File: src/logic/ccs_pkg.sv
// Package with the constants of the cipher command sequencer.
`default_nettype none
package ccs_pkg;
  localparam logic [7:0] CMD_LOAD_ENC_IVE = 8'hA5;
  localparam logic [7:0] CMD_LOAD_ENC_IVD = 8'hA4;
  localparam logic [7:0] CMD_READ_CLR_IVE = 8'h8D;
  localparam logic [7:0] CMD_READ_CLR_IVD = 8'h8C;
  localparam logic [7:0] CMD_READ_ENC_IVE = 8'hA9;
  localparam logic [7:0] CMD_READ_ENC_IVD = 8'hA8;
  localparam logic [7:0] CMD_ENC_MASTER = 8'h39;
  localparam logic [7:0] CMD_START_ENC = 8'h41;
  localparam logic [7:0] CMD_START_DEC = 8'h40;
  localparam logic [7:0] CMD_START = 8'hC0;
  localparam logic [7:0] CMD_STOP = 8'hE0;
  localparam logic [7:0] CMD_SW_RESET = 8'h00;
  localparam logic [4:0] ADR_CMD = 5'h00;
  localparam logic [4:0] ADR_STATUS = 5'h04;
  localparam logic [4:0] ADR_MODE = 5'h08;
  localparam logic [4:0] ADR_DATA_IN = 5'h0C;
  localparam logic [4:0] ADR_DATA_OUT = 5'h10;
  localparam int STATUS_RUN = 7;
  localparam int STATUS_PEND = 6;
  localparam int STATUS_BUSY = 5;
  localparam int MODE_DIR = 4;
  localparam int MODE_PORT_HI = 3;
  localparam int MODE_PORT_LO = 2;
  localparam logic [7:0] MODE_RESET = 8'h00;
  localparam int READ_DELAY_NS = 120;
  localparam int CLK_PERIOD_NS = 20;
  localparam logic [3:0] READ_DELAY_CYC =
    4'((READ_DELAY_NS + CLK_PERIOD_NS - 1) / CLK_PERIOD_NS);
  localparam logic [3:0] CIPHER_CYC = 4'h8;
  localparam logic [3:0] BLOCK_BYTES = 4'h8;
  localparam int FIFO_WIDTH = 8;
  localparam int FIFO_DEPTH = 16;
  typedef enum logic [2:0] {
    ST_IDLE = 3'b000,
    ST_COLLECT = 3'b001,
    ST_CIPHER = 3'b010,
    ST_WAIT = 3'b011,
    ST_DRAIN = 3'b100
  } ccs_state_t;
  typedef enum logic [1:0] {
    KEY_DEC = 2'b00,
    KEY_ENC = 2'b01,
    KEY_MASTER = 2'b10
  } ccs_key_t;
endpackage
`default_nettype wire

File: src/logic/ccs_core_if.sv
// Interface between the sequencer and its block cipher stand-in.
`default_nettype none
interface ccs_core_if;
  logic start;
  logic [1:0] key_sel;
  logic decrypt;
  logic [63:0] din;
  logic done;
  logic [63:0] dout;
  modport seq (output start, output key_sel, output decrypt, output din,
    input done, input dout);
  modport core (input start, input key_sel, input decrypt, input din,
    output done, output dout);
endinterface
`default_nettype wire

File: src/logic/ccs_sequencer.sv
// Command sequencer for a block cipher processor with a Wishbone port.
`default_nettype none
module ccs_sequencer
  import ccs_pkg::*;
(
  input wire logic clk_i,
  input wire logic rst_i,
  input wire logic wb_cyc_i,
  input wire logic wb_stb_i,
  input wire logic wb_we_i,
  input wire logic [4:0] wb_adr_i,
  input wire logic [3:0] wb_sel_i,
  input wire logic [31:0] wb_dat_i,
  output logic [31:0] wb_dat_o,
  output logic wb_ack_o,
  input wire logic direct_mode_i,
  input wire logic start_stop_pin_i,
  input wire logic direction_select_pin_i,
  input wire logic host_address_strobe_n_i,
  input wire logic host_data_strobe_n_i,
  input wire logic [63:0] key_m_i,
  input wire logic [63:0] key_e_i,
  input wire logic [63:0] key_d_i,
  output logic primary_port_flag_n_o,
  output logic secondary_port_flag_n_o,
  output logic busy_output_pin_n_o
);
  ccs_core_if cif ();
  ccs_state_t state_ff;
  logic [7:0] cmd_ff;
  logic [7:0] mode_ff;
  logic run_state_bit_ff;
  logic pending_status_bit_ff;
  logic busy_status_bit_ff;
  logic [63:0] encrypt_init_vector_ff;
  logic [63:0] decrypt_init_vector_ff;
  logic [63:0] blk_ff;
  logic [3:0] cnt_ff;
  logic [3:0] dly_ff;
  logic start_ff;
  logic [1:0] key_ff;
  logic dec_ff;
  logic ack_ff;
  logic [31:0] rdat_ff;
  logic [2:0] ss_sync_ff;
  logic [1:0] dir_sync_ff;
  logic [1:0] as_sync_ff;
  logic [1:0] ds_sync_ff;
  logic hw_rst, soft_rst, rst_all;
  logic wb_req, wr_cmd, wr_mode, wr_in, rd_out;
  logic pin_rise, pin_fall;
  logic in_flag_primary;
  logic fifo_in_ready, fifo_out_valid, fifo_push, fifo_pop, fifo_flush;
  logic [7:0] fifo_out_data;
  logic [7:0] fifo_push_data;
  function automatic logic is_reg(input logic [4:0] adr,
                                  input logic [4:0] reg_adr);
    is_reg = (adr[4:2] == reg_adr[4:2]) && (adr[1:0] == 2'b00);
  endfunction
  assign wb_req = wb_cyc_i && wb_stb_i && !ack_ff;
  assign wr_cmd = wb_req && wb_we_i && wb_sel_i[0] &&
                  is_reg(wb_adr_i, ADR_CMD);
  assign wr_mode = wb_req && wb_we_i && wb_sel_i[0] &&
                   is_reg(wb_adr_i, ADR_MODE);
  assign wr_in = wb_req && wb_we_i && wb_sel_i[0] &&
                 is_reg(wb_adr_i, ADR_DATA_IN);
  assign rd_out = wb_req && !wb_we_i && is_reg(wb_adr_i, ADR_DATA_OUT);
  // Strobe pins pass two flops; both low means hardware reset.
  always_ff @(posedge clk_i) begin
    if (rst_i) begin
      ss_sync_ff <= '0;
      dir_sync_ff <= '0;
      as_sync_ff <= 2'b11;
      ds_sync_ff <= 2'b11;
    end else begin
      ss_sync_ff <= {ss_sync_ff[1:0], start_stop_pin_i};
      dir_sync_ff <= {dir_sync_ff[0], direction_select_pin_i};
      as_sync_ff <= {as_sync_ff[0], host_address_strobe_n_i};
      ds_sync_ff <= {ds_sync_ff[0], host_data_strobe_n_i};
    end
  end
  assign hw_rst = !as_sync_ff[1] && !ds_sync_ff[1];
  assign soft_rst = wr_cmd && (wb_dat_i[7:0] == CMD_SW_RESET);
  assign rst_all = rst_i || hw_rst || soft_rst;
  assign pin_rise = direct_mode_i && ss_sync_ff[1] && !ss_sync_ff[2];
  assign pin_fall = direct_mode_i && !ss_sync_ff[1] && ss_sync_ff[2];

  // Bus answer: one cycle after the request, released the cycle after.
  always_ff @(posedge clk_i) begin
    if (rst_i) begin
      ack_ff <= 1'b0;
      rdat_ff <= '0;
    end else begin
      ack_ff <= wb_req;
      rdat_ff <= '0;
      if (wb_req && !wb_we_i) begin
        if (is_reg(wb_adr_i, ADR_STATUS)) begin
          rdat_ff <= {24'h0, run_state_bit_ff, pending_status_bit_ff,
                      busy_status_bit_ff, 5'h00};
        end else if (is_reg(wb_adr_i, ADR_MODE)) begin
          rdat_ff <= {24'h0, mode_ff};
        end else if (rd_out) begin
          rdat_ff <= {24'h0, fifo_out_valid ? fifo_out_data : 8'h00};
        end
      end
    end
  end
  assign wb_ack_o = ack_ff;
  assign wb_dat_o = rdat_ff;

  // Mode register, with direction forced by start encrypt/decrypt commands and the start pin.
  always_ff @(posedge clk_i) begin
    if (rst_all) begin
      mode_ff <= MODE_RESET;
    end else if (wr_mode) begin
      mode_ff <= wb_dat_i[7:0];
    end else if (wr_cmd && wb_dat_i[7:0] == CMD_START_ENC) begin
      mode_ff[MODE_DIR] <= 1'b1;
    end else if (wr_cmd && wb_dat_i[7:0] == CMD_START_DEC) begin
      mode_ff[MODE_DIR] <= 1'b0;
    end else if (pin_rise) begin
      mode_ff[MODE_DIR] <= dir_sync_ff[1];
    end
  end

  // Run bit from start and stop commands or the start/stop pin.
  always_ff @(posedge clk_i) begin
    if (rst_all) begin
      run_state_bit_ff <= 1'b0;
    end else if (wr_cmd && (wb_dat_i[7:0] == CMD_START_ENC ||
                 wb_dat_i[7:0] == CMD_START_DEC ||
                 wb_dat_i[7:0] == CMD_START)) begin
      run_state_bit_ff <= 1'b1;
    end else if (pin_rise) begin
      run_state_bit_ff <= 1'b1;
    end else if ((wr_cmd && wb_dat_i[7:0] == CMD_STOP) || pin_fall) begin
      run_state_bit_ff <= 1'b0;
    end
  end

  // Port flag tied to the input register follows the direction and routing.
  always_comb begin
    unique case ({mode_ff[MODE_DIR], mode_ff[MODE_PORT_HI:MODE_PORT_LO]})
      3'b001: in_flag_primary = 1'b0;
      3'b100: in_flag_primary = 1'b0;
      default: in_flag_primary = 1'b1;
    endcase
  end
  assign primary_port_flag_n_o = !(run_state_bit_ff && in_flag_primary &&
                                   fifo_in_ready);
  assign secondary_port_flag_n_o = !(run_state_bit_ff && !in_flag_primary &&
                                     fifo_in_ready);
  assign busy_output_pin_n_o = !busy_status_bit_ff;

  // Command engine.
  always_ff @(posedge clk_i) begin
    if (rst_all) begin
      state_ff <= ST_IDLE;
      cmd_ff <= '0;
      pending_status_bit_ff <= 1'b0;
      busy_status_bit_ff <= 1'b0;
      blk_ff <= '0;
      cnt_ff <= '0;
      dly_ff <= '0;
      start_ff <= 1'b0;
      key_ff <= KEY_DEC;
      dec_ff <= 1'b0;
    end else begin
      start_ff <= 1'b0;
      unique case (state_ff)
        ST_IDLE: begin
          if (wr_cmd) begin
            cmd_ff <= wb_dat_i[7:0];
            cnt_ff <= '0;
            unique case (wb_dat_i[7:0])
              CMD_LOAD_ENC_IVE, CMD_LOAD_ENC_IVD, CMD_ENC_MASTER: begin
                pending_status_bit_ff <= 1'b1;
                state_ff <= ST_COLLECT;
              end
              CMD_READ_CLR_IVE, CMD_READ_CLR_IVD: begin
                pending_status_bit_ff <= 1'b1;
                blk_ff <= wb_dat_i[0] ? encrypt_init_vector_ff
                                      : decrypt_init_vector_ff;
                dly_ff <= READ_DELAY_CYC - 4'h2;
                state_ff <= ST_WAIT;
              end
              CMD_READ_ENC_IVE, CMD_READ_ENC_IVD: begin
                pending_status_bit_ff <= 1'b1;
                busy_status_bit_ff <= 1'b1;
                blk_ff <= wb_dat_i[0] ? encrypt_init_vector_ff
                                      : decrypt_init_vector_ff;
                key_ff <= KEY_ENC;
                dec_ff <= 1'b0;
                start_ff <= 1'b1;
                state_ff <= ST_CIPHER;
              end
              default: state_ff <= ST_IDLE;
            endcase
          end
        end
        ST_COLLECT: begin
          if (wr_in) begin
            blk_ff <= {blk_ff[55:0], wb_dat_i[7:0]};
            cnt_ff <= cnt_ff + 4'h1;
            if (cnt_ff == BLOCK_BYTES - 4'h1) begin
              start_ff <= 1'b1;
              state_ff <= ST_CIPHER;
              if (cmd_ff == CMD_ENC_MASTER) begin
                key_ff <= KEY_MASTER;
                dec_ff <= 1'b0;
                busy_status_bit_ff <= 1'b1;
              end else begin
                key_ff <= KEY_DEC;
                dec_ff <= 1'b1;
              end
            end
          end
        end
        ST_CIPHER: begin
          if (cif.done) begin
            busy_status_bit_ff <= 1'b0;
            blk_ff <= cif.dout;
            cnt_ff <= '0;
            if (cmd_ff == CMD_LOAD_ENC_IVE || cmd_ff == CMD_LOAD_ENC_IVD) begin
              pending_status_bit_ff <= 1'b0;
              state_ff <= ST_IDLE;
            end else begin
              state_ff <= ST_DRAIN;
            end
          end
        end
        ST_WAIT: begin
          dly_ff <= dly_ff - 4'h1;
          if (dly_ff == 4'h0) begin
            state_ff <= ST_DRAIN;
          end
        end
        ST_DRAIN: begin
          if (fifo_push) begin
            blk_ff <= {blk_ff[55:0], 8'h00};
            cnt_ff <= cnt_ff + 4'h1;
          end
          if (cnt_ff == BLOCK_BYTES && !fifo_out_valid) begin
            pending_status_bit_ff <= 1'b0;
            state_ff <= ST_IDLE;
          end
        end
        default: state_ff <= ST_IDLE;
      endcase
    end
  end

  // Vector registers take the decrypted block with no parity check.
  always_ff @(posedge clk_i) begin
    if (rst_all) begin
      encrypt_init_vector_ff <= '0;
      decrypt_init_vector_ff <= '0;
    end else if (state_ff == ST_CIPHER && cif.done) begin
      if (cmd_ff == CMD_LOAD_ENC_IVE) begin
        encrypt_init_vector_ff <= cif.dout;
      end
      if (cmd_ff == CMD_LOAD_ENC_IVD) begin
        decrypt_init_vector_ff <= cif.dout;
      end
    end
  end

  assign cif.start = start_ff;
  assign cif.key_sel = key_ff;
  assign cif.decrypt = dec_ff;
  assign cif.din = blk_ff;

  assign fifo_push = (state_ff == ST_DRAIN) && (cnt_ff != BLOCK_BYTES) &&
                     fifo_in_ready;
  assign fifo_push_data = blk_ff[63:56];
  assign fifo_pop = rd_out;
  assign fifo_flush = rst_all;

  ccs_cipher_core u_core (
    .clk_i(clk_i),
    .rst_i(rst_all),
    .key_m_i(key_m_i),
    .key_e_i(key_e_i),
    .key_d_i(key_d_i),
    .core(cif)
  );

  ccs_fifo #(
    .WIDTH(FIFO_WIDTH),
    .DEPTH(FIFO_DEPTH)
  ) u_fifo (
    .clk_i(clk_i),
    .rst_i(rst_i),
    .flush_i(fifo_flush),
    .in_valid_i(fifo_push),
    .in_ready_o(fifo_in_ready),
    .in_data_i(fifo_push_data),
    .out_valid_o(fifo_out_valid),
    .out_ready_i(fifo_pop),
    .out_data_o(fifo_out_data)
  );
endmodule
`default_nettype wire

File: src/logic/ccs_fifo.sv
// Byte FIFO with valid and ready on both sides.
`default_nettype none
module ccs_fifo #(
  parameter int WIDTH = 8,
  parameter int DEPTH = 16
) (
  input wire logic clk_i,
  input wire logic rst_i,
  input wire logic flush_i,
  input wire logic in_valid_i,
  output logic in_ready_o,
  input wire logic [WIDTH-1:0] in_data_i,
  output logic out_valid_o,
  input wire logic out_ready_i,
  output logic [WIDTH-1:0] out_data_o
);
  localparam int AW = $clog2(DEPTH);
  logic [WIDTH-1:0] mem [DEPTH];
  logic [AW-1:0] wr_ff;
  logic [AW-1:0] rd_ff;
  logic [AW:0] cnt_ff;
  logic push;
  logic pop;
  assign in_ready_o = (cnt_ff != (AW+1)'(DEPTH));
  assign out_valid_o = (cnt_ff != '0);
  assign out_data_o = mem[rd_ff];
  assign push = in_valid_i && in_ready_o;
  assign pop = out_valid_o && out_ready_i;
  always_ff @(posedge clk_i) begin
    if (push) begin
      mem[wr_ff] <= in_data_i;
    end
  end
  always_ff @(posedge clk_i) begin
    if (rst_i || flush_i) begin
      wr_ff <= '0;
      rd_ff <= '0;
      cnt_ff <= '0;
    end else begin
      wr_ff <= push ? wr_ff + 1'b1 : wr_ff;
      rd_ff <= pop ? rd_ff + 1'b1 : rd_ff;
      cnt_ff <= cnt_ff + (AW+1)'(push) - (AW+1)'(pop);
    end
  end
endmodule
`default_nettype wire

File: src/logic/ccs_cipher_core.sv
// Stand-in cipher unit: fixed latency keyed mixing of one block.
`default_nettype none
module ccs_cipher_core
  import ccs_pkg::*;
(
  input wire logic clk_i,
  input wire logic rst_i,
  input wire logic [63:0] key_m_i,
  input wire logic [63:0] key_e_i,
  input wire logic [63:0] key_d_i,
  ccs_core_if.core core
);
  logic [3:0] cnt_ff;
  logic [63:0] acc_ff;
  logic run_ff;
  logic done_ff;
  logic [63:0] key;
  always_comb begin
    key = key_d_i;
    unique case (core.key_sel)
      KEY_ENC: key = key_e_i;
      KEY_MASTER: key = key_m_i;
      default: key = key_d_i;
    endcase
  end
  always_ff @(posedge clk_i) begin
    if (rst_i) begin
      cnt_ff <= '0;
      run_ff <= 1'b0;
      done_ff <= 1'b0;
      acc_ff <= '0;
    end else begin
      done_ff <= 1'b0;
      if (core.start) begin
        run_ff <= 1'b1;
        cnt_ff <= CIPHER_CYC;
        acc_ff <= core.din;
      end else if (run_ff) begin
        acc_ff <= core.decrypt ? {acc_ff[0], acc_ff[63:1]} ^ key
                               : {acc_ff[62:0], acc_ff[63]} ^ key;
        cnt_ff <= cnt_ff - 1'b1;
        if (cnt_ff == 4'h1) begin
          run_ff <= 1'b0;
          done_ff <= 1'b1;
        end
      end
    end
  end
  assign core.done = done_ff;
  assign core.dout = acc_ff;
endmodule
`default_nettype wire

File: config.mk
export PLATFORM = sky130hd
export DESIGN_NAME = ccs_sequencer
export DESIGN_NICKNAME = d
export VERILOG_FILES = /design/src/logic/ccs_pkg.sv /design/src/logic/ccs_core_if.sv /design/src/logic/ccs_sequencer.sv /design/src/logic/ccs_fifo.sv /design/src/logic/ccs_cipher_core.sv
export SDC_FILE = /design/constraint.sdc
export NUM_CORES = 1
export LEC_CHECK = 0
export BUFFER_PORTS_ARGS = -buffer_cell sky130_fd_sc_hd__clkbuf_2
export CORE_AREA = 2 2 259 261
export CTS_BUF_LIST = sky130_fd_sc_hd__clkbuf_4 sky130_fd_sc_hd__clkbuf_8
export CTS_CLUSTER_SIZE = 20
export DETAILED_ROUTE_END_ITERATION = 8
export DIE_AREA = 0 0 261 263
export PLACE_DENSITY = 0.62
export SYNTH_ARGS = -nofsm -noshare
export SYNTH_HDL_FRONTEND = slang
export SYNTH_SLANG_ARGS = --single-unit
File: constraint.sdc
create_clock -name clk_i -period 2.8 [get_ports clk_i]
set_input_delay 0.14 -clock clk_i [delete_from_list [all_inputs] [get_ports clk_i]]
set_output_delay 0.14 -clock clk_i [all_outputs]
set_load 0.02 [all_outputs]
## Word-level counts from Yosys, hierarchy flattened

Memory sizes are Yosys's and may differ from the RTL's. A register that Yosys moved wholly into a read port is not among the register bits.
Cells that the tools add are included.

| cells by class | value |
|---|---|
| $add $sub $neg | 7 |
| bitwise logic cells | 4 |
| reduce and logical (&&, ||, !) cells | 86 |
| mux-type cells | 80 |
| equality and inequality tests | 44 |

Operator list:

| kind | count |
|---|---|
| 2-to-1 mux 64 bit | 9 |
| case mux 64 bit (4 select lines) | 1 |
| case mux 64 bit (2 select lines) | 1 |
| XOR 64 bit | 2 |
| == test 8 bit (second input constant) | 10 |
| 2-to-1 mux 4 bit | 10 |
| logical AND 1 bit | 34 |
| 2-to-1 mux 1 bit | 34 |
| 2-to-1 mux 8 bit | 4 |
| 2-to-1 mux 3 bit | 7 |
| != test 2 bit (second input constant) | 9 |
| AND reduction 6 bit | 3 |
| == test 8 x 6 -> 1 bit (second input constant) | 2 |
| == test 8 x 7 -> 1 bit (second input constant) | 2 |
| case mux 4 bit (4 select lines) | 1 |
| case mux 3 bit (5 select lines) | 1 |
| adder 4 x 1 -> 4 bit (second input constant) | 3 |
| == test 3 x 2 -> 1 bit (second input constant) | 4 |
| zero test 1 bit | 10 |
| 2-to-1 mux 2 bit | 5 |
| AND reduction 5 bit | 2 |
| OR reduction 2 bit | 5 |
| == test 3 x 1 -> 1 bit (second input constant) | 3 |
| == test 3 bit (second input constant) | 3 |
| other kinds (32) | 56 |

| storage, ports and cells | value |
|---|---|
| flip-flop bits (word level) | 351 |
| RAM bits | 128 |
| output and inout bits | 36 |
| memories kept | 1 |
| bits of input ports | 243 |

Memory list:

| memory | depth | bits a word | read ports | clocked after Yosys merged registers in | wr ports | RTL line | text |
|---|---|---|---|---|---|---|---|
| u_fifo.mem | 16 | 8 | 1 | 1 | 1 | ccs_fifo.sv:18 | `logic [WIDTH-1:0] mem [DEPTH];` |

## Longest topological paths before layout

| depth | value |
|---|---|
| depth after elaboration | 10 |
| depth in mapped cells | 14 |
| gate-level depth less buffers | 14 |

## Hierarchy

Synthesis repeated with hierarchy kept, for this count alone.

| second synthesis, totals | value |
|---|---|
| cell total of the unflattened synthesis | 2380 |
| area, all modules | 24006.8 µm² |

By module, submodules not included:

| module | area each (µm²) | seq. area each (µm²) | times used | cells each |
|---|---|---|---|---|
| ccs_sequencer | 11626.2 | 4884.7 | 1 | 1383 |
| ccs_cipher_core | 6607.6 | 1401.3 | 1 | 686 |
| ccs_fifo | 5773.0 | 4184.0 | 1 | 311 |

## Worst setup path after synthesis

Ideal clock, no wire load.

| timing | value |
|---|---|
| kind | reg-to-reg |
| start point | reg u_fifo.cnt_ff[3] |
| end point | reg u_fifo.cnt_ff[4] |
| setup time | 70 ps |
| arrival | 2600 ps |
| cell stages (with the launch flop) | 15 |
| setup slack | 130 ps |
| period minus slack after synthesis | 2670 ps |
| buffers on the path | 0 |
| data required time | 2730 ps |
| cell sequence | dfxtp_1 -> inv_1 -> ha_1 -> nor4b_1 -> nor4_4 -> ha_1 -> inv_1 -> ha_1 -> inv_1 -> fa_1 -> inv_1 -> a21oi_1 -> nor2_1 -> or3_1 -> a21oi_1 |

| on the way | value |
|---|---|
| elaborated cells on any way between the ends | 7 |
| classes of those cells | add/sub (2); eq/ne (1); reduce/logical (4) |

RTL lines:

| element | RTL line | text |
|---|---|---|
| start, declared | ccs_fifo.sv:21 | `logic [AW:0] cnt_ff;` |
| start signal, assigned | ccs_fifo.sv:42 | `cnt_ff <= cnt_ff + (AW+1)'(push) - (AW+1)'(pop);` |
| nonzero test 5 bit | ccs_fifo.sv:25 | `assign out_valid_o = (cnt_ff != '0);` |
| logical AND 1 bit | ccs_fifo.sv:28 | `assign pop = out_valid_o && out_ready_i;` |
| named net u_fifo.pop | ccs_fifo.sv:23 | `logic pop;` |
| subtractor 5 x 1 -> 5 bit | ccs_fifo.sv:42 |  |

The timed path passes the listed nets, and every way through them passes these cells.
A chain may end at the register's enable or synchronous reset.

## Worst setup path after layout

Same ends and word-level chain as after synthesis.

==> reports/qor.yml <==
status: "finished clean"
drc_errors: 0
synth.mux.area_fraction_pct: 12.9
clock_latency_ns: 0.65
routed_wl_mm: 66.0
worstPathCellList: "inv_1, ha_2, nor4b_4, nor4_4, ha_1, inv_1, ha_1, inv_1, fa_1, inv_1, a21oi_2, nor2_1, or3_1, a21oi_1"
crit_arrival_ns: 3.12
htree_num_levels: 3
vdd_ir_drop_max_v: 0.000294
crit_path_frequent_cell: "inv_1"
viasPerCell: 5.27
nets: 2906
dieArea_um2: 68600
synth_area_um2: 22900
synth_top_family_by_area: "compound AO/OA/AOI/OAI gates"
syn_area_per_cell_um2: 9.41
die_x_um: 261
yosysMostFrequentCell: "nand2_1"
grt_usage_pct: 19.0
critPathKind: "flop to flop"
placedCellCount: 3407
synth_common_cells: "531 x nand2_1, 331 x dfxtp_1, 207 x mux2i_1"
cts_tree: "built"
reg2reg_depth: 14
synth_cells: 2431
slowest_delay_ns: 0.34
hpwl_mm: 42.2
timing.final.crit_share_pct: 91.0
critical_path_cell_count: 14
synth_warnings: 0
path_buf_inv: 4
cts_buffers: 78
ant_nets: 0
max_slew_margin_pct: 41.6
synthSimpleGateAreaFrac_pct: 15.4
async_flop_share_pct: 0
crit_family: "adder cells"
cts.sinks: 459
clk_pin_slew_ns: 0.06
nFillCells: 6315
reg2reg_to: "u_fifo.cnt_ff[4]"
num_rows: 94
critical_path_required_ns: 3.38
cp-startpoint: "u_fifo.cnt_ff[3]"
rr_startpoint: "u_fifo.cnt_ff[3]"
drt_iter0_drc: 1291
worst_pin_slew_ns: 0.876
gp_congestion: 0.858
cp-end-kind: "flop"
leakagePower_nw: 9.86
synth_area_leaders: "dfxtp_1 29%, edfxtp_1 17%, mux2i_1 9.1%"
synth-seq-cells: 459
rsz0062_at_grt: "no"
drive_gt1_share_pct: 19.3
crit_fanout: 3
start_util_pct: 34.8
finalMaxSlewViolations: 0
min_path_cells: 6
antenna_cells: 0
min_path_type: "input pin to flop"
setup_viol: 0
grt_pass1_wl_mm: 103
core_region_area_um2: 65600
cts_setup_buffers: 0
ys.flop_type: "dfxtp_1"
finClkSkew_ns: 0.0146
synth_compound_area_share_pct: 15.5
fin_crit_ns: 2.55
grt_pass1_vias: 18885
synth_xor_area_share_pct: 3.10
dr_total_vias: 18770
fp.dieH_um: 263
routedWlPerCell_um: 18.5
finalPower_mw: 13.9
final_util_pct: 41.2
synth_edf_count: 128
cts_max_path_buffers: 3
ys_seq_area_share_pct: 45.8
endpoint: "u_fifo.cnt_ff[4]"
dr.pass1.iters: 6
synth_cell_type_count: 75
grt_max_degree: 83
portBuffers: 227
drv_cap: 0
syn2layout_area_growth_pct: 18.3
root_buffer: "clkbuf_8"
grt_remaining_overflow: 0
final-hold-violation-count: 0
min_from: "key_d_i[56]"
ios: 279
crit_path_top_delay_cell: "or3_1"
synth_largest_area_cell: "dfxtp_1"
clock.fmax_mhz: 393
stdcell_count: 3565
antenna_found_initial: 0
critPathLaunchType: "flop"
r2r_setup_slack_ns: 0.25
pwr_density_cell_nw_per_um2: 514
synth_top_area_share_pct: 29.0
synthAdderAreaFrac_pct: 1.07
==> layer usage <==
layer  wire length (um)  track usage [%]
met2              31300             31.3
met1              29500             25.1
met5                  0                0
met3               3490             3.15
met4               1660             6.62
==> where the power goes <==
| group | total [mW] | internal [mW] | switching [mW] |
|---|---|---|---|
| clock network | 6.49 | 3.71 | 2.78 |
| registers | 6.79 | 6.79 | 0.00347 |
| logic | 0.621 | 0.272 | 0.349 |
| total | 13.9 | 10.8 | 3.14 |
==> cells by family after synthesis <==
family                   after synthesis
AND/OR/NAND/NOR                      787
AO/OA/AOI/OAI                        535
flip-flops                           459
buffers and inverters                303
multiplexers                         246
XOR/XNOR                              81
adder cells (fa/ha/maj)               19
other                                  1
==> cells in the final DEF, fill, tap and decap left out, types with 6 or more instances in the layout <==
master and n:
mux4_2 39, a22oi_1 71, edfxtp_1 128, a21oi_1 157
ha_1 15, inv_1 80, clkbuf_4 17, nand2b_1 8
o211ai_1 12, clkinv_2 15, xor2_1 11, clkbuf_8 93
o221ai_1 57, xnor2_1 70, nor2_1 52, o21ai_0 79
conb_1 24, nor2b_1 80, or2_2 6, buf_12 30
nand3_1 26, buf_4 56, nor3_1 27, dfxtp_1 328
nand3b_1 6, mux2i_1 207, dlygate4sd3_1 21, clkbuf_2 226
or3_1 6, a211oi_1 120, nand2_1 530
==> worst min-delay path, cell delays in order <==
cell	delay, ns
clkbuf_2	0.08
nand2_1	0.04
o21ai_0	0.12
xnor2_1	0.14
a211oi_1	0.07
nor3_1	0.11
==> through the flow <==
step / cell area [um^2] / hold slack [ns] / TNS (ns) / setup slack, ns
after floorplan: 23000 / 0.244 / 0 / 0.130
after global placement: 25200 / 0.331 / 0 / 0.00674
after detailed placement: 25200 / 0.330 / -0.0357 / -0.0357
after CTS: 27000 / 0.0389 / 0 / 0.150
after global routing: 27100 / 0.118 / 0 / 0.0447
final: 27100 / 0.0852 / 0 / 0.253
==> worst min path at each step <==
stage | endpoint
after detailed placement | ds_sync_ff[0]
after floorplan | as_sync_ff[0]
after CTS | u_core.core.dout[19]
final | u_core.core.dout[56]
after global routing | u_core.core.dout[56]
after global placement | as_sync_ff[0]
==> state kept, by name (all words and copies together) (netlist names), 5 cells and up, named ones only <==
| name | cells |
|---|---|
| wb_dat_o | 8 |
| cmd_ff | 8 |
| u_core.core.dout | 64 |
| u_fifo.cnt_ff | 5 |
| mode_ff | 8 |
| blk_ff | 64 |
| decrypt_init_vector_ff | 64 |
| encrypt_init_vector_ff | 64 |
| u_fifo.mem | 128 |
==> cell type report <==
class	count	area, um^2	share of cell area (%)
clock buffer	110	1410	5.20
tap	864	1080	4.00
sequential	459	10500	38.7
timing repair buffer	333	2360	8.73
inverter	80	300	1.11
multi-input combinational	1692	11200	41.2
clock inverter	27	265	0.980
==> repair_timing <==
action | CTS | global route
hold buffers | 21 | 0
endpoints found under the setup margin | 1 | 1
hold endpoints to repair | 29 | 0
resized for setup | 1 | 3
No activity file was read; power rests on OpenSTA's default activity.
